File: src/logic/tbtc_regs.svh
`ifndef TBTC_REGS_SVH
`define TBTC_REGS_SVH

// ---------------------------------------------------------------
// Register offsets
// ---------------------------------------------------------------
`define TBTC_CTRL_OFS 12'h000
`define TBTC_STAT_OFS 12'h004

// ---------------------------------------------------------------
// Control fields
// ---------------------------------------------------------------
`define TBTC_ON_BIT 15
`define TBTC_STOP_IN_IDLE_BIT 13
`define TBTC_GATE_BIT 7
`define TBTC_PS_MSB 6
`define TBTC_PS_LSB 4
`define TBTC_WIDE_BIT 3
`define TBTC_SRC_BIT 1
`define TBTC_CTRL_RST 32'h0000_0000

// ---------------------------------------------------------------
// Status fields
// ---------------------------------------------------------------
`define TBTC_STAT_RUN_BIT 0
`define TBTC_STAT_GATE_BIT 1
`define TBTC_STAT_WIDE_BIT 2
`define TBTC_STAT_HALT_BIT 3

// ---------------------------------------------------------------
// Prescale limits (ratio minus one)
// ---------------------------------------------------------------
`define TBTC_PS_LIM_MAX 8'hff

`endif

File: src/logic/tbtc_pkg.sv
`include "tbtc_regs.svh"
package tbtc_pkg;
  typedef enum logic [2:0] {
    TBTC_PS_1 = 3'h0,
    TBTC_PS_2 = 3'h1,
    TBTC_PS_4 = 3'h2,
    TBTC_PS_8 = 3'h3,
    TBTC_PS_16 = 3'h4,
    TBTC_PS_32 = 3'h5,
    TBTC_PS_64 = 3'h6,
    TBTC_PS_256 = 3'h7
  } tbtc_prescale_t;

  typedef enum logic {
    TBTC_SRC_INT = 1'b0,
    TBTC_SRC_EXT = 1'b1
  } tbtc_src_t;

  // Terminal count of the prescaler for a given code
  function automatic logic [7:0] tbtc_ps_limit(input tbtc_prescale_t ps);
    logic [7:0] lim;
    lim = 8'h00;
    if (ps == TBTC_PS_256) begin
      lim = `TBTC_PS_LIM_MAX;
    end else begin
      lim = 8'((9'h001 << ps) - 9'h001);
    end
    return lim;
  endfunction
endpackage

File: src/logic/tbtc_timer_control.sv
`timescale 1ns/1ps
`default_nettype none
`include "tbtc_regs.svh"

module tbtc_timer_control
  import tbtc_pkg::*;
#(
  parameter bit IS_EVEN = 1'b1,
  parameter int ADDR_W = 12
) (
  input wire logic clk_i,
  input wire logic resetn_i,
  input wire logic psel_i,
  input wire logic penable_i,
  input wire logic pwrite_i,
  input wire logic [ADDR_W-1:0] paddr_i,
  input wire logic [31:0] pwdata_i,
  input wire logic [3:0] pstrb_i,
  output logic [31:0] prdata_o,
  output logic pready_o,
  output logic pslverr_o,
  input wire logic idle_mode_i,
  input wire logic ext_clk_i,
  input wire logic gate_i,
  input wire logic pair_wide_i,
  input wire logic pair_tick_i,
  output logic count_tick_o,
  output logic run_o,
  output logic pair_wide_o
);

  // ---------------------------------------------------------------
  // Pin synchronisers
  // ---------------------------------------------------------------
  logic [1:0] pin_raw;
  logic [1:0] sync1_ff;
  logic [1:0] sync2_ff;
  logic [1:0] nxt_sync1;
  logic [1:0] nxt_sync2;

  assign pin_raw = {gate_i, ext_clk_i};

  // Only the second stage is read by the rest of the block
  genvar gi;
  generate
    for (gi = 0; gi < 2; gi++) begin : g_sync
      always_comb begin
        nxt_sync1[gi] = pin_raw[gi];
        nxt_sync2[gi] = sync1_ff[gi];
      end

      always_ff @(posedge clk_i or negedge resetn_i) begin
        if (!resetn_i) begin
          sync1_ff[gi] <= 1'b0;
          sync2_ff[gi] <= 1'b0;
        end else begin
          sync1_ff[gi] <= nxt_sync1[gi];
          sync2_ff[gi] <= nxt_sync2[gi];
        end
      end
    end
  endgenerate

  // ---------------------------------------------------------------
  // External edge detect
  // ---------------------------------------------------------------
  logic ext_prev_ff;
  logic nxt_ext_prev;
  logic ext_rise;
  logic gate_lvl;

  always_comb begin
    nxt_ext_prev = sync2_ff[0];
  end

  always_ff @(posedge clk_i or negedge resetn_i) begin
    if (!resetn_i) begin
      ext_prev_ff <= 1'b0;
    end else begin
      ext_prev_ff <= nxt_ext_prev;
    end
  end

  // Resets low like an idle pin: no false edge after reset
  assign ext_rise = sync2_ff[0] & ~ext_prev_ff;
  assign gate_lvl = sync2_ff[1];

  // ---------------------------------------------------------------
  // Register bus
  // ---------------------------------------------------------------
  logic on_ff;
  logic stop_in_idle_ff;
  logic gate_en_ff;
  tbtc_prescale_t ps_ff;
  logic wide_ff;
  tbtc_src_t src_ff;
  logic nxt_on;
  logic nxt_stop_in_idle;
  logic nxt_gate_en;
  tbtc_prescale_t nxt_ps;
  logic nxt_wide;
  tbtc_src_t nxt_src;
  logic [31:0] prdata_ff;
  logic [31:0] nxt_prdata;
  logic [11:0] addr;
  logic hit_ctrl;
  logic hit_stat;
  logic wr_en;
  logic [31:0] ctrl_rd;
  logic [31:0] stat_rd;

  assign addr = 12'(paddr_i);
  assign hit_ctrl = (addr == `TBTC_CTRL_OFS);
  assign hit_stat = (addr == `TBTC_STAT_OFS);
  assign wr_en = psel_i & penable_i & pwrite_i;

  // Zero wait states; bad addresses flagged in the access phase
  assign pready_o = 1'b1;
  assign pslverr_o = psel_i & penable_i & ~(hit_ctrl | hit_stat);

  // ---------------------------------------------------------------
  // Control register
  // ---------------------------------------------------------------

  always_comb begin
    nxt_on = on_ff;
    nxt_stop_in_idle = stop_in_idle_ff;
    nxt_gate_en = gate_en_ff;
    nxt_ps = ps_ff;
    nxt_wide = wide_ff;
    nxt_src = src_ff;
    if (wr_en && hit_ctrl) begin
      if (pstrb_i[1]) begin
        nxt_on = pwdata_i[`TBTC_ON_BIT];
        nxt_stop_in_idle = pwdata_i[`TBTC_STOP_IN_IDLE_BIT];
      end
      if (pstrb_i[0]) begin
        nxt_gate_en = pwdata_i[`TBTC_GATE_BIT];
        nxt_ps = tbtc_prescale_t'(
          pwdata_i[`TBTC_PS_MSB:`TBTC_PS_LSB]);
        // Odd timers always load zero into their pairing flop
        nxt_wide = IS_EVEN & pwdata_i[`TBTC_WIDE_BIT];
        nxt_src = tbtc_src_t'(pwdata_i[`TBTC_SRC_BIT]);
      end
    end
  end

  always_ff @(posedge clk_i or negedge resetn_i) begin
    if (!resetn_i) begin
      on_ff <= 1'b0;
      stop_in_idle_ff <= 1'b0;
      gate_en_ff <= 1'b0;
      ps_ff <= TBTC_PS_1;
      wide_ff <= 1'b0;
      src_ff <= TBTC_SRC_INT;
    end else begin
      on_ff <= nxt_on;
      stop_in_idle_ff <= nxt_stop_in_idle;
      gate_en_ff <= nxt_gate_en;
      ps_ff <= nxt_ps;
      wide_ff <= nxt_wide;
      src_ff <= nxt_src;
    end
  end

  // ---------------------------------------------------------------
  // Counting engine
  // ---------------------------------------------------------------
  logic wide_act;
  logic odd_slave;
  logic idle_halt;
  logic run;
  logic gated;
  logic src_tick;
  logic [7:0] ps_cnt_ff;
  logic [7:0] nxt_ps_cnt;
  logic tick_ff;
  logic nxt_tick;

  assign wide_act = IS_EVEN ? wide_ff : pair_wide_i;
  // Odd half of a pair just follows its even neighbour
  assign odd_slave = ~IS_EVEN & pair_wide_i;
  // Odd half still honours its own idle bit in a pair
  assign idle_halt = idle_mode_i & stop_in_idle_ff;
  assign run = on_ff & ~idle_halt;
  // Gating only applies to the internal source
  assign gated = gate_en_ff & (src_ff == TBTC_SRC_INT);

  // ---------------------------------------------------------------
  // Source tick
  // ---------------------------------------------------------------

  always_comb begin
    src_tick = 1'b1;
    if (src_ff == TBTC_SRC_EXT) begin
      src_tick = ext_rise;
    end else if (gated) begin
      src_tick = gate_lvl;
    end
  end

  // ---------------------------------------------------------------
  // Prescaler
  // ---------------------------------------------------------------
  logic [7:0] ps_lim;

  // Compare with >= so a smaller ratio takes effect at once
  assign ps_lim = tbtc_ps_limit(ps_ff);

  always_comb begin
    nxt_ps_cnt = ps_cnt_ff;
    nxt_tick = 1'b0;
    if (odd_slave) begin
      nxt_ps_cnt = 8'h00;
      nxt_tick = pair_tick_i & ~idle_halt;
    end else if (!on_ff) begin
      // Disabling restarts the prescaler from zero
      nxt_ps_cnt = 8'h00;
    end else if (run && src_tick) begin
      if (ps_cnt_ff >= ps_lim) begin
        nxt_ps_cnt = 8'h00;
        nxt_tick = 1'b1;
      end else begin
        nxt_ps_cnt = ps_cnt_ff + 8'h01;
      end
    end
  end

  always_ff @(posedge clk_i or negedge resetn_i) begin
    if (!resetn_i) begin
      ps_cnt_ff <= 8'h00;
      tick_ff <= 1'b0;
    end else begin
      ps_cnt_ff <= nxt_ps_cnt;
      tick_ff <= nxt_tick;
    end
  end

  // ---------------------------------------------------------------
  // Read back
  // ---------------------------------------------------------------
  always_comb begin
    ctrl_rd = 32'h0000_0000;
    ctrl_rd[`TBTC_ON_BIT] = on_ff;
    ctrl_rd[`TBTC_STOP_IN_IDLE_BIT] = stop_in_idle_ff;
    ctrl_rd[`TBTC_GATE_BIT] = gated;
    ctrl_rd[`TBTC_PS_MSB:`TBTC_PS_LSB] = ps_ff;
    ctrl_rd[`TBTC_WIDE_BIT] = wide_ff;
    ctrl_rd[`TBTC_SRC_BIT] = src_ff;
  end

  // ---------------------------------------------------------------
  // Status
  // ---------------------------------------------------------------
  always_comb begin
    stat_rd = 32'h0000_0000;
    stat_rd[`TBTC_STAT_RUN_BIT] = odd_slave ? ~idle_halt : run;
    stat_rd[`TBTC_STAT_GATE_BIT] = gate_lvl;
    stat_rd[`TBTC_STAT_WIDE_BIT] = wide_act;
    stat_rd[`TBTC_STAT_HALT_BIT] = idle_halt;
  end

  // ---------------------------------------------------------------
  // Read data
  // ---------------------------------------------------------------

  // Read data is latched in the setup cycle
  always_comb begin
    nxt_prdata = prdata_ff;
    if (psel_i && !penable_i && !pwrite_i) begin
      nxt_prdata = hit_ctrl ? ctrl_rd : (hit_stat ? stat_rd : 32'h0);
    end
  end

  always_ff @(posedge clk_i or negedge resetn_i) begin
    if (!resetn_i) begin
      prdata_ff <= 32'h0000_0000;
    end else begin
      prdata_ff <= nxt_prdata;
    end
  end

  // ---------------------------------------------------------------
  // Outputs
  // ---------------------------------------------------------------

  assign prdata_o = prdata_ff;
  assign count_tick_o = tick_ff;
  assign run_o = stat_rd[`TBTC_STAT_RUN_BIT];
  assign pair_wide_o = wide_act;

endmodule
`default_nettype wire

File: config.mk
export PLATFORM = sky130hd
export DESIGN_NAME = tbtc_timer_control
export DESIGN_NICKNAME = d
export VERILOG_FILES = /design/src/logic/tbtc_pkg.sv /design/src/logic/tbtc_timer_control.sv
export VERILOG_INCLUDE_DIRS = /design/src /design/src/logic
export SDC_FILE = /design/constraint.sdc
export NUM_CORES = 1
export LEC_CHECK = 0
export BUFFER_PORTS_ARGS = -buffer_cell sky130_fd_sc_hd__buf_2
export CORE_UTILIZATION = 41
export DETAILED_ROUTE_END_ITERATION = 6
export GPL_TIMING_DRIVEN = 0
export HOLD_SLACK_MARGIN = 0.06
export PLACE_DENSITY_LB_ADDON = 0.05
export SLEW_MARGIN = 0
export SYNTH_ARGS = -nofsm -noshare
export SYNTH_HDL_FRONTEND = slang
export SYNTH_SLANG_ARGS = --single-unit
File: constraint.sdc
create_clock -name clk_i -period 2.5 [get_ports clk_i]
set_clock_uncertainty 0.2 [all_clocks]
set_input_delay 0.125 -clock clk_i [delete_from_list [all_inputs] [get_ports clk_i]]
set_output_delay 0.125 -clock clk_i [all_outputs]
set_load 0.005 [all_outputs]
==> run_results.csv <==
group,metric,value,unit
routing,via_per_inst,4.74,
timing,fin_crit_sh,96.2,%
cts,cts_inserted_buffers,5,
synthesis,synth_edf_count,0,
synthesis,ys_ff_latch,32,
timing,hold_ws,0.0776,ns
setup_path,worstPathArrival,2.37,ns
layout,final_cell_area,2660,µm²
floorplan,num_rows,24,
synthesis,post-synth-top-area-cell,"dfrtp_1",
power,leakagePower,1.32,nW
power,powerDensity,393,nW/µm²
routing,dr.first_iter.drc_count,85,
routing,num_vias,1607,
cts,clk_path_buf_depth,2,
setup_path,reg2reg_depth,8,
placed_design,hpwl,2910,µm
timing,period_needed,2.41,ns
floorplan,pin_count,95,
placed_design,place_worst_setup_slack,-0.264,ns
cts,h-tree-depth,2,
timing,setup_tns,0,ns
timing,fmax,416,MHz
setup_path,cp_max_fo,7,
routing,wl_per_cell,12.4,µm
timing,maxSlewViolCount,0,
setup_path,crit_end,"count_tick_o$_DFF_PN0_",
timing,slew_headroom,53.0,%
floorplan,die_area,4950,µm²
cts,clk_pin_slew,0.07,ns
synthesis,synth_ff_type,"dfrtp_1",
timing,hold_viol,0,
placed_design,place_area,2270,µm²
synthesis,postSynthCellCount,189,
setup_path,startpoint,"ps_ff[1]$_DFFE_PN0P_",
hold_path,min_path_type,"primary input to flip-flop",
layout,drive_gt1_share,38.0,%
cts,clock-sinks,32,
floorplan,die-width,70.3,µm
synthesis,synth_most_common_cell,"dfrtp_1",
setup_path,start_kind,"flip-flop",
layout,nets,354,
floorplan,coreArea,4410,µm²
layout,syn2layout_area_growth,38.8,%
synthesis,postSynthAreaPerCell,10.1,µm²
timing,fin_ws,0.0938,ns
grt,antenna_found_initial,0,
grt,grt_pass1_vias,1511,
power,peakVddDrop,0.365,mV
layout,antenna_cells,0,
timing,setup_viol,0,
setup_path,required,2.47,ns
setup_path,cp-end-kind,"flip-flop",
placed_design,port_buffers,43,
floorplan,die_h,70.3,µm
synthesis,synthTopCellsByCount,"dfrtp_1, nand2_1, buf_4",
floorplan,start_util,43.4,%
timing,worst_pin_slew,0.705,ns
synthesis,synthTopCellsByArea,"dfrtp_1, buf_4, ha_1",
setup_path,r2r_slack,0.09,ns
cts,clk_latency,0.27,ns
setup_path,r2r-start,"ps_ff[1]$_DFFE_PN0P_",
flow_run,cap_violations,0,
synthesis,synth-seq-area-share,41.8,%
synthesis,yosysWarnings,0,
synthesis,yosys.cell_types.count,45,
synthesis,yosysTopAreaCellShare,41.8,%
setup_path,r2r_end,"count_tick_o$_DFF_PN0_",
routing,drtPass1Iterations,5,
setup_path,path_class,"flip-flop to flip-flop",
grt,grt_pass1_wl,7040,µm
status,outcome,"complete, no violations",
cts,cts_tree,"done",
routing,drc,0,
grt,grt_util_all_layers,18.0,%
grt,grt_max_degree,33,
routing,ant_nets,0,
routing,drt_wl_total,4220,µm
cts,cts_root_buffer,"clkbuf_8",
synthesis,syn_area,1910,µm²
placed_design,place_congestion,0.790,
synthesis,synthArstFlopShare,100,%
grt,grt_overflow,0,
-- worst max-delay path, stage by stage, from the launching register on --
cell and delay (ns):
dfrtp_2 0.45, or3_1 0.38, ha_1 0.27, a31oi_1 0.16, nor2b_1 0.10, o311ai_4 0.29, buf_6 0.16, nand2_1 0.10
and2_1 0.20
-- state kept, by name (all words and copies together), names as in the netlist --
register / count
nxt_sync2: 2
nxt_ext_prev: 1
prdata_o: 10
ps_ff: 3
gate_lvl: 1
ps_cnt_ff: 8
ext_prev_ff: 1
pair_wide_o: 1
src_ff: 1
on_ff: 1
stop_in_idle_ff: 1
gate_en_ff: 1
count_tick_o: 1
-- per-stage QoR --
step                      util (%)  std cells  total power [mW]
final                         60.2        339              1.05
after detailed placement      51.5        305             0.614
after global placement        51.5        305             0.613
after global routing          60.2        339              1.09
after floorplan                  -        210             0.576
after CTS                     58.9        333              1.06
-- power breakdown --
part	switching (mW)	total [mW]	internal (mW)	leakage (nW)
combinational	0.0430	0.106	0.0626	0.842
clock	0.172	0.416	0.245	0.0503
sequential	0.00138	0.523	0.522	0.431
-- layout by cell type, fill, tap and decap left out, types with 2 or more instances in the layout --
cell           count
buf_4             32
dfrtp_1           29
o21ai_0            8
o221ai_1           2
o211ai_1           4
and3_2             2
nor2b_1            4
nand4_1            4
nor3_1             2
mux2_4             6
o31ai_1            4
o21a_1             2
clkbuf_1           2
mux2i_1            2
nand2b_1           3
inv_1              4
nor2_1             5
buf_2             43
mux2_2             2
and3_1             3
dlygate4sd3_1     21
conb_1            23
ha_1               9
dfrtp_2            3
clkbuf_8           7
nand2_1           29
nand3_1            8
nor4_2             2
-- layout make-up --
type	instances	area [µm²]
fill	403	1760
multi-input combinational	144	977
sequential	32	805
clock buffer	7	96.3
timing repair buffer	72	489
buffer	28	210
tap	52	65.1
inverter	4	15.0
-- how the worst min path moves through the flow --
| stage | start | to | slack [ns] | cells past startpoint |
|---|---|---|---|---|
| floorplan | resetn_i | count_tick_o$_DFF_PN0_ | -0.37 | 0 |
| global placement | resetn_i | prdata_o[13]$_DFFE_PN0P_ | 0.02 | 1 |
| detailed placement | resetn_i | prdata_o[15]$_DFFE_PN0P_ | 0.02 | 1 |
| CTS | pstrb_i[1] | on_ff$_DFFE_PN0P_ | 0.07 | 3 |
| global route | pstrb_i[1] | on_ff$_DFFE_PN0P_ | 0.1 | 3 |
| finish | pstrb_i[1] | on_ff$_DFFE_PN0P_ | 0.08 | 3 |
-- metal layers --
layer	vias to the layer above	track usage (%)	wire length, µm
met5	-	0	0
met4	0	4.22	34
met3	6	4.47	171
met2	45	31.3	2120
met1	741	22.3	1890
li1	815	-	-
-- logic make-up after synthesis --
group	count (synthesis)	share of synthesized area, %
fa+ha+maj	9	5.88
simple gates	72	20.3
other cells	2	0.392
buf+inv	34	12.2
mux	10	6.93
flops	32	41.8
compound gates	30	12.5
-- repair_timing --
item / in CTS / in global routing
pin swaps: 1 / 2
hold buffers: 21 / 0
cloned: 0 / 0
endpoints found under the hold margin: 46 / 0
endpoints found under the setup margin: 9 / 9
buffers inserted: 2 / 6
gates resized for setup: 2 / 5
Power figures use the tool's default switching activity.
